### src/common/dqd_pkg.sv
// shared constants, types and decode helpers for the dual quadrature decoder
package dqd_pkg;

  // ==========================================================================
  // register indices, byte address is four times the index
  localparam logic [7:0] STAT_IDX = 8'h90;
  localparam logic [7:0] CTRL_IDX = 8'h91;
  localparam logic [7:0] CNT1_IDX = 8'h94;
  localparam logic [7:0] CNT2_IDX = 8'h96;
  localparam int         IDX_LSB  = 2;

  // ==========================================================================
  // status and clear register bit positions
  localparam int STAT_C2_UP  = 7;
  localparam int STAT_C2_DN  = 6;
  localparam int STAT_C2_CLR = 4;
  localparam int STAT_C1_UP  = 3;
  localparam int STAT_C1_DN  = 2;
  localparam int STAT_C1_CLR = 0;

  // ==========================================================================
  // control register fields
  localparam int CTRL_C2_HI = 7;
  localparam int CTRL_C2_LO = 6;
  localparam int CTRL_C1_HI = 3;
  localparam int CTRL_C1_LO = 2;
  localparam int CTRL_PR_HI = 1;
  localparam int CTRL_PR_LO = 0;
  localparam int SEL_EN_BIT = 1;
  localparam int SEL_HI_BIT = 0;
  localparam logic [7:0] CTRL_RESET = 8'h00;
  localparam logic [3:0] FLAG_RESET = 4'h0;

  // ==========================================================================
  // port bit pairs, in-phase on the odd bit
  localparam int C1_LO_I = 1;
  localparam int C1_LO_Q = 0;
  localparam int C1_HI_I = 5;
  localparam int C1_HI_Q = 4;
  localparam int C2_LO_I = 3;
  localparam int C2_LO_Q = 2;
  localparam int C2_HI_I = 7;
  localparam int C2_HI_Q = 6;

  // filter needs this many equal tick samples
  localparam int FILTER_TICKS = 2;

  typedef struct packed {
    logic i;
    logic q;
  } dqd_phase_s;

  // in-phase leading: 00 -> 10 -> 11 -> 01 -> 00
  function automatic logic dqd_is_up(dqd_phase_s prev, dqd_phase_s cur);
    return (cur.i == ~prev.q) && (cur.q == prev.i);
  endfunction

  function automatic logic dqd_is_dn(dqd_phase_s prev, dqd_phase_s cur);
    return (cur.q == ~prev.i) && (cur.i == prev.q);
  endfunction

endpackage

### src/dqd_filter.sv
// glitch filter for one phase input, advanced on prescale ticks
`timescale 1ns/1ps
module dqd_filter (
  input  wire logic clock,
  input  wire logic rst,
  input  wire logic tick,
  input  wire logic raw,
  output logic      filt
);
  logic samp_reg;
  logic filt_reg;
  wire  agree = tick & (raw == samp_reg) & (raw != filt_reg);

  always_ff @(posedge clock) begin
    if (rst) begin
      samp_reg <= 1'b0;
      filt_reg <= 1'b0;
    end else begin
      if (tick) begin
        samp_reg <= raw;
      end
      if (agree) begin
        filt_reg <= raw;
      end
    end
  end

  assign filt = filt_reg;
endmodule

### src/dqd_channel.sv
// one decoder channel: input select, direction decode and position count
`timescale 1ns/1ps
module dqd_channel #(
  parameter int COUNT_W = 8
) (
  input  wire logic               clock,
  input  wire logic               rst,
  input  wire logic               tick,
  input  wire logic [1:0]         sel,
  input  dqd_pkg::dqd_phase_s     lo_pair,
  input  dqd_pkg::dqd_phase_s     hi_pair,
  input  wire logic               clear,
  output logic [COUNT_W-1:0]      count,
  output logic                    up_wrap,
  output logic                    dn_wrap
);
  dqd_pkg::dqd_phase_s prev_reg;
  logic [1:0]          sel_reg;
  logic [COUNT_W-1:0]  count_reg;
  logic [COUNT_W-1:0]  count_next;

  wire dqd_pkg::dqd_phase_s cur = sel[dqd_pkg::SEL_HI_BIT] ? hi_pair : lo_pair;
  wire sel_same = (sel == sel_reg);
  wire live     = tick & sel[dqd_pkg::SEL_EN_BIT] & sel_same;
  wire step_up  = live & dqd_pkg::dqd_is_up(prev_reg, cur);
  wire step_dn  = live & dqd_pkg::dqd_is_dn(prev_reg, cur);

  assign up_wrap = step_up & ~clear & (count_reg == {COUNT_W{1'b1}});
  assign dn_wrap = step_dn & ~clear & (count_reg == {COUNT_W{1'b0}});
  assign count_next = clear   ? {COUNT_W{1'b0}} :
                      step_up ? count_reg + 1'b1 :
                      step_dn ? count_reg - 1'b1 : count_reg;
  assign count = count_reg;

  always_ff @(posedge clock) begin
    if (rst) begin
      prev_reg  <= '0;
      sel_reg   <= 2'h0;
      count_reg <= '0;
    end else begin
      sel_reg   <= sel;
      if (tick || !sel_same) begin
        prev_reg <= cur;
      end
      count_reg <= count_next;
    end
  end
endmodule

### src/dqd_top.sv
// dual quadrature decoder with Avalon-MM register slave
// Contract
// - ch2 up-wrap sets status bit 7
// - ch2 down-wrap sets status bit 6
// - ch1 up-wrap sets status bit 3
// - ch1 down-wrap sets status bit 2
// - status read clears the wrap flags
// - status bits 5 and 1 read zero
// - writing bit 4 zeroes ch2, no flag
// - writing bit 0 zeroes ch1, no flag
// - writing zero leaves counters alone
// - ch2 select: 10 bits 3/2, 11 bits 7/6
// - ch2 disable; select change never steps
// - ch1 select: 10 bits 1/0, 11 bits 5/4
// - ch1 disable; select change never steps
// - control bits 5:4 are ignored
// - control 1:0 gives interrupt priority, 0 off
// - count registers read present counts
// - phase filter rejects sub-two-tick pulses
// - in-phase odd bit, quadrature even bit
// - decoder advances only on prescale ticks
// - interrupt rises with flag, read clears
`timescale 1ns/1ps
module dqd_top #(
  parameter int ADDR_W  = 10,
  parameter int COUNT_W = 8
) (
  input  wire logic        clock,
  input  wire logic        rst,
  input  wire logic [ADDR_W-1:0] address,
  input  wire logic        read,
  input  wire logic        write,
  input  wire logic [31:0] writedata,
  input  wire logic [3:0]  byteenable,
  output logic [31:0]      readdata,
  output logic             waitrequest,
  input  wire logic        prescale_tick,
  input  wire logic [7:0]  port_in,
  output logic             irq,
  output logic [1:0]       irq_priority
);

  // ==========================================================================
  // elaboration checks
  initial begin
    if (COUNT_W != 8) begin
      $error("count width must be 8 to fit the register");
    end
    if (ADDR_W < 10) begin
      $error("address too narrow for the register map");
    end
  end

  // ==========================================================================
  // state
  logic [7:0]  ctrl_reg;
  logic [7:0]  ctrl_next;
  logic [3:0]  flags_reg;
  logic [3:0]  flags_next;
  logic [3:0]  seen_reg;
  logic        ack_reg;
  logic [31:0] readdata_reg;
  logic [31:0] readdata_next;

  // ==========================================================================
  // input filters
  logic [7:0] filt;
  genvar g;
  generate
    for (g = 0; g < 8; g++) begin : gen_filt
      dqd_filter u_filt (
        .clock (clock),
        .rst   (rst),
        .tick  (prescale_tick),
        .raw   (port_in[g]),
        .filt  (filt[g])
      );
    end
  endgenerate

  // in-phase on the odd bit, quadrature on the even bit
  wire dqd_pkg::dqd_phase_s c1_lo = {filt[dqd_pkg::C1_LO_I], filt[dqd_pkg::C1_LO_Q]};
  wire dqd_pkg::dqd_phase_s c1_hi = {filt[dqd_pkg::C1_HI_I], filt[dqd_pkg::C1_HI_Q]};
  wire dqd_pkg::dqd_phase_s c2_lo = {filt[dqd_pkg::C2_LO_I], filt[dqd_pkg::C2_LO_Q]};
  wire dqd_pkg::dqd_phase_s c2_hi = {filt[dqd_pkg::C2_HI_I], filt[dqd_pkg::C2_HI_Q]};

  wire [1:0] c1_sel = ctrl_reg[dqd_pkg::CTRL_C1_HI:dqd_pkg::CTRL_C1_LO];
  wire [1:0] c2_sel = ctrl_reg[dqd_pkg::CTRL_C2_HI:dqd_pkg::CTRL_C2_LO];
  wire [1:0] prio   = ctrl_reg[dqd_pkg::CTRL_PR_HI:dqd_pkg::CTRL_PR_LO];

  // ==========================================================================
  // bus decode
  wire [7:0] idx      = address[dqd_pkg::IDX_LSB +: 8];
  wire       req      = read | write;
  wire       accept   = req & ack_reg;
  wire       capture  = read & ~ack_reg;
  wire       hit_stat = (idx == dqd_pkg::STAT_IDX);
  wire       hit_ctrl = (idx == dqd_pkg::CTRL_IDX);
  wire       hit_cnt1 = (idx == dqd_pkg::CNT1_IDX);
  wire       hit_cnt2 = (idx == dqd_pkg::CNT2_IDX);
  wire       wr_lane  = write & accept & byteenable[0];
  wire       wr_stat  = wr_lane & hit_stat;
  wire       wr_ctrl  = wr_lane & hit_ctrl;
  wire       rd_stat  = read & accept & hit_stat;
  wire       clr1     = wr_stat & writedata[dqd_pkg::STAT_C1_CLR];
  wire       clr2     = wr_stat & writedata[dqd_pkg::STAT_C2_CLR];

  // ==========================================================================
  // channels
  logic [COUNT_W-1:0] cnt1;
  logic [COUNT_W-1:0] cnt2;
  logic               c1_up;
  logic               c1_dn;
  logic               c2_up;
  logic               c2_dn;

  dqd_channel #(.COUNT_W(COUNT_W)) u_ch1 (
    .clock   (clock),
    .rst     (rst),
    .tick    (prescale_tick),
    .sel     (c1_sel),
    .lo_pair (c1_lo),
    .hi_pair (c1_hi),
    .clear   (clr1),
    .count   (cnt1),
    .up_wrap (c1_up),
    .dn_wrap (c1_dn)
  );

  dqd_channel #(.COUNT_W(COUNT_W)) u_ch2 (
    .clock   (clock),
    .rst     (rst),
    .tick    (prescale_tick),
    .sel     (c2_sel),
    .lo_pair (c2_lo),
    .hi_pair (c2_hi),
    .clear   (clr2),
    .count   (cnt2),
    .up_wrap (c2_up),
    .dn_wrap (c2_dn)
  );

  // ==========================================================================
  // sticky flags, order {c2 up, c2 dn, c1 up, c1 dn}
  wire [3:0] flag_set = {c2_up, c2_dn, c1_up, c1_dn};
  wire [3:0] flag_clr = rd_stat ? seen_reg : 4'h0;
  assign flags_next = (flags_reg & ~flag_clr) | flag_set;

  wire [7:0] stat_view = {flags_reg[3], flags_reg[2], 1'b0, 1'b0,
                          flags_reg[1], flags_reg[0], 1'b0, 1'b0};
  wire [7:0] ctrl_view = {c2_sel, 2'h0, c1_sel, prio};

  assign ctrl_next = wr_ctrl ? {writedata[7:6], 2'h0, writedata[3:0]} : ctrl_reg;

  assign readdata_next = hit_stat ? {24'h000000, stat_view} :
                         hit_ctrl ? {24'h000000, ctrl_view} :
                         hit_cnt1 ? {24'h000000, cnt1} :
                         hit_cnt2 ? {24'h000000, cnt2} : 32'h00000000;

  // ==========================================================================
  // registers
  always_ff @(posedge clock) begin
    if (rst) begin
      ctrl_reg     <= dqd_pkg::CTRL_RESET;
      flags_reg    <= dqd_pkg::FLAG_RESET;
      seen_reg     <= 4'h0;
      ack_reg      <= 1'b0;
      readdata_reg <= 32'h00000000;
    end else begin
      ctrl_reg  <= ctrl_next;
      flags_reg <= flags_next;
      ack_reg   <= req & ~ack_reg;
      if (capture) begin
        readdata_reg <= readdata_next;
        seen_reg     <= flags_reg;
      end
    end
  end

  // ==========================================================================
  // outputs
  assign waitrequest  = req & ~ack_reg;
  assign readdata     = readdata_reg;
  assign irq          = (|flags_reg) & (prio != 2'h0);
  assign irq_priority = prio;
endmodule

### config.mk
export PLATFORM = sky130hd
export DESIGN_NAME = dqd_top
export DESIGN_NICKNAME = d
export VERILOG_FILES = /design/src/common/dqd_pkg.sv /design/src/dqd_filter.sv /design/src/dqd_channel.sv /design/src/dqd_top.sv
export SDC_FILE = /design/constraint.sdc
export NUM_CORES = 1
export LEC_CHECK = 0
export ABC_AREA = 1
export ABC_CLOCK_PERIOD_IN_PS = 3050
export BUFFER_PORTS_ARGS = -buffer_cell sky130_fd_sc_hd__buf_4
export CAP_MARGIN = 20
export CORE_MARGIN = 1.5
export CORE_UTILIZATION = 40
export CTS_CLUSTER_DIAMETER = 200
export CTS_CLUSTER_SIZE = 40
export DETAILED_ROUTE_END_ITERATION = 8
export PLACE_DENSITY_LB_ADDON = 0.2
export SETUP_SLACK_MARGIN = 0.15
export SYNTH_ARGS = -nofsm -noshare
export SYNTH_HDL_FRONTEND = slang
export SYNTH_HIERARCHICAL = 1
export SYNTH_SLANG_ARGS = --single-unit
### constraint.sdc
create_clock -name clock -period 3.05 [get_ports clock]
set_clock_uncertainty 0.1 [all_clocks]
set_input_delay 0.305 -clock clock [delete_from_list [all_inputs] [get_ports clock]]
set_output_delay 0.305 -clock clock [all_outputs]
set_load 0.05 [all_outputs]
==> summary.txt <==
Status = finished, final reports clean
Worst-Skew Late Latency = 350 ps
Post-Synthesis Cells = 603
Port Buffer Count = 40
GRT Util Overall = 17.5%
Avg WL per Cell = 11.6 um
Ports = 95
Pwr/cell area = 414 nW/um^2
WP buf/inv = 0
Max-cap violations = 0
Avg Synthesized Cell Area = 6.88 um^2
Count of clock tree sinks = 63
Width of the chip = 105 um
Post-Place Cell Area = 4480 um^2
Util after Layout = 47.6%
Final Critical Period = 2580 ps
Final slew viol count = 0
Final setup fails = 0
RSZ-0062 raised after global routing = false
WP depth = 13
Global route total overflow = 0
Worst Hold Class = in2reg
Final hold viol count = 0
Via-per-instance ratio = 4.72
Critical Path RT = 3200 ps
Post-synthesis xor/xnor area fraction = 1.69%
P_int = 0.00144 W
Final wirelength = 9.13 mm
PostCTS Resize Cnt = 0
Initial DRC Count = 154
Hold path cells = 3
Num CTS Buffers = 9
Die H = 105 um
Switching Share = 26.4%
Combinational share of power = 11.5%
Remaining DRCs = 0
Antenna violations before repair = 0
First-pass GRT wire length = 15.7 mm
Syn. warnings = 6
Flops & latches, synth = 63
Final period util = 84.5%
Antenna Violating Nets Remaining = 0
Pre-Repair DR Iteration Count = 4
CP most frequent cell = nand2_1
Cells on worst reg2reg path = 13
LEAKAGE = 2.13 nW
Least-Margin Pin Slew = 579 ps
CP Cell Sequence = nand2_1 > nand2_2 > nand2_1 > nand2_1 > nand3_4 > ha_1 > or2_2 > nand2_1 > nor2_1 > nor2_1 > nand2_1 > a21oi_1 > nor2_1
Setup CP Type = reg2reg
Clock power frac = 45.3%
Pin count of the biggest net entering global routing = 37
Routed via count = 3703
DIE AREA = 11000 um^2
Peak VDD IR = 0.243 mV
Clock Path Buffers = 2
Synth Flop Type = dfxtp_1
Clock Tree Root = clkbuf_8
Largest family of logic cells by synthesized area = simple AND/OR/NAND/NOR gates
Area growth, synth to finish = 13.6%
Ys async rst share = 0%
Post-CTS repair timing setup buffer count = 0
Antenna diodes = 0
Max Freq = 388 MHz
Final nets = 720
Register area share after synthesis = 30.4%
Number of enable flip-flop cells after synthesis = 0
Mux contribution to synthesized area = 0%
Setup TNS = 0 ps
Pwr Total = 0.00195 W
Cell area after layout = 4710 um^2
CTS tree = yes
Worst path max stage delay = 510 ps
# fillers = 1012
Clk slew on worst S/H paths = 70 ps
Post-DP HPWL = 6.78 mm
Netlist cell types = 38
Crit-path leading delay family = simple AND/OR/NAND/NOR gates
Synth Area in Adders = 4.59%
Core area = 9910 um^2
Net Switching = 0.000516 W
CP Data Arrival Time = 2720 ps
Critical path capture point type = flip-flop
Worst slew margin = 61.3%
Compound-Gate Fraction of Synth Area = 9.72%
Hold Buf Count CTS = 0
Sequential share of power = 43.3%
CP startpoint kind = flip-flop
Initial Utilization = 41.8%
Synth Area in Simple Gates = 40.3%
# H-tree levels = 3
Vias in the first global route = 3416
CP max stage cell = dfxtp_1
Site row count = 36
Synth Cell Area = 4150 um^2
Min Hold Slack = 114 ps
Worst Path Max Fanout = 10
Placer congestion estimate = 0.819
Layout cells sized above 1 = 20.2%
[cell families (layout without fill, tap and decap cells)]
| kind of cell | count (synthesis) | in the layout |
|---|---|---|
| flip-flops | 63 | 63 |
| other | 1 | 24 |
| adder cells (fa/ha/maj) | 14 | 14 |
| XOR/XNOR | 8 | 8 |
| buffers and inverters | 112 | 138 |
| AND/OR/NAND/NOR | 338 | 338 |
| AO/OA/AOI/OAI | 67 | 67 |
[cells in the final DEF, fill, tap and decap left out, drive strengths merged]
| cell type | n |
|---|---|
| xor2 | 6 |
| ha | 12 |
| bufinv | 3 |
| clkbuf | 10 |
| xnor2 | 2 |
| inv | 78 |
| buf | 43 |
| nand3 | 57 |
| a21oi | 41 |
| conb | 24 |
| nand3b | 2 |
| dfxtp | 63 |
| a22oi | 1 |
| nand4 | 8 |
| or2 | 4 |
| o21ai | 17 |
| o2111ai | 3 |
| nor4 | 4 |
| fa | 2 |
| nor3 | 6 |
| clkinv | 4 |
| a211oi | 5 |
| nor2 | 92 |
| nand2 | 165 |
[final timing paths]
| kind | slack (ps) | endpoint | from |
|---|---|---|---|
| worst min register to register | 370 | seen_reg[2] | seen_reg[2] |
| worst min-delay path | 110 | ctrl_reg[2] | writedata[2] |
| worst max-delay path | 470 | u_ch2/count[7] | ctrl_reg[6] |
| worst max register to register | 470 | u_ch2/count[7] | ctrl_reg[6] |
[stage by stage]
stage               cells  worst slack, ps
floorplan             626              815
global placement      769              543
detailed placement    769              472
CTS                   785              462
global route          785              247
finish                785              472
[power groups by stage]
stage | clock network (W) | registers [W] | logic, W
6_report | 0.000884 | 0.000844 | 0.000224
5_1_grt | 0.000943 | 0.000846 | 0.000243
4_1_cts | 0.000910 | 0.000844 | 0.000224
3_5_place_dp | 0 | 0.000864 | 0.000223
3_3_place_gp | 0 | 0.000863 | 0.000219
2_1_floorplan | 0 | 0.000860 | 0.000187
[Yosys cell counts (4+ instances only)]
library cell | instances | area, um^2
nor2_4 | 5 | 56.3
nand4_1 | 8 | 50.1
nand2_4 | 4 | 45.0
nand2_2 | 19 | 119
inv_2 | 15 | 56.3
a21oi_2 | 11 | 96.3
ha_1 | 12 | 150
dfxtp_1 | 63 | 1260
inv_1 | 61 | 229
a21oi_1 | 30 | 150
o21ai_1 | 15 | 75.1
nor3_1 | 4 | 20.0
a211oi_1 | 5 | 37.5
nor2_1 | 84 | 315
buf_4 | 27 | 203
nand2_1 | 140 | 526
nor4_1 | 4 | 25.0
nand3_1 | 51 | 255
xor2_1 | 6 | 52.6
nand3_4 | 5 | 87.6
or2_2 | 4 | 25.0
[final cells by class]
type	count	area, um^2	area share [%]
timing repair buffer	43	323	6.85
sequential	63	1260	26.8
clock inverter	6	109	2.31
clock buffer	10	128	2.71
tap	133	166	3.53
multi-input combinational	451	2420	51.4
inverter	79	303	6.43
[metal layers]
metal	track usage [%]	wire, um	vias up
li1	-	-	1960
met1	22.9	4520	1652
met2	28.2	4100	82
met3	3.81	385	9
met4	6.46	116	0
met5	0	0	-
[worst reg2reg max path: cells and delay by family (launching register included)]
family / cells / cell delay, ps
simple gates: 11 / 1340
fa+ha+maj: 1 / 390
compound gates: 1 / 140
flops: 1 / 510
Note: power is estimated with default switching activity, not from simulation.
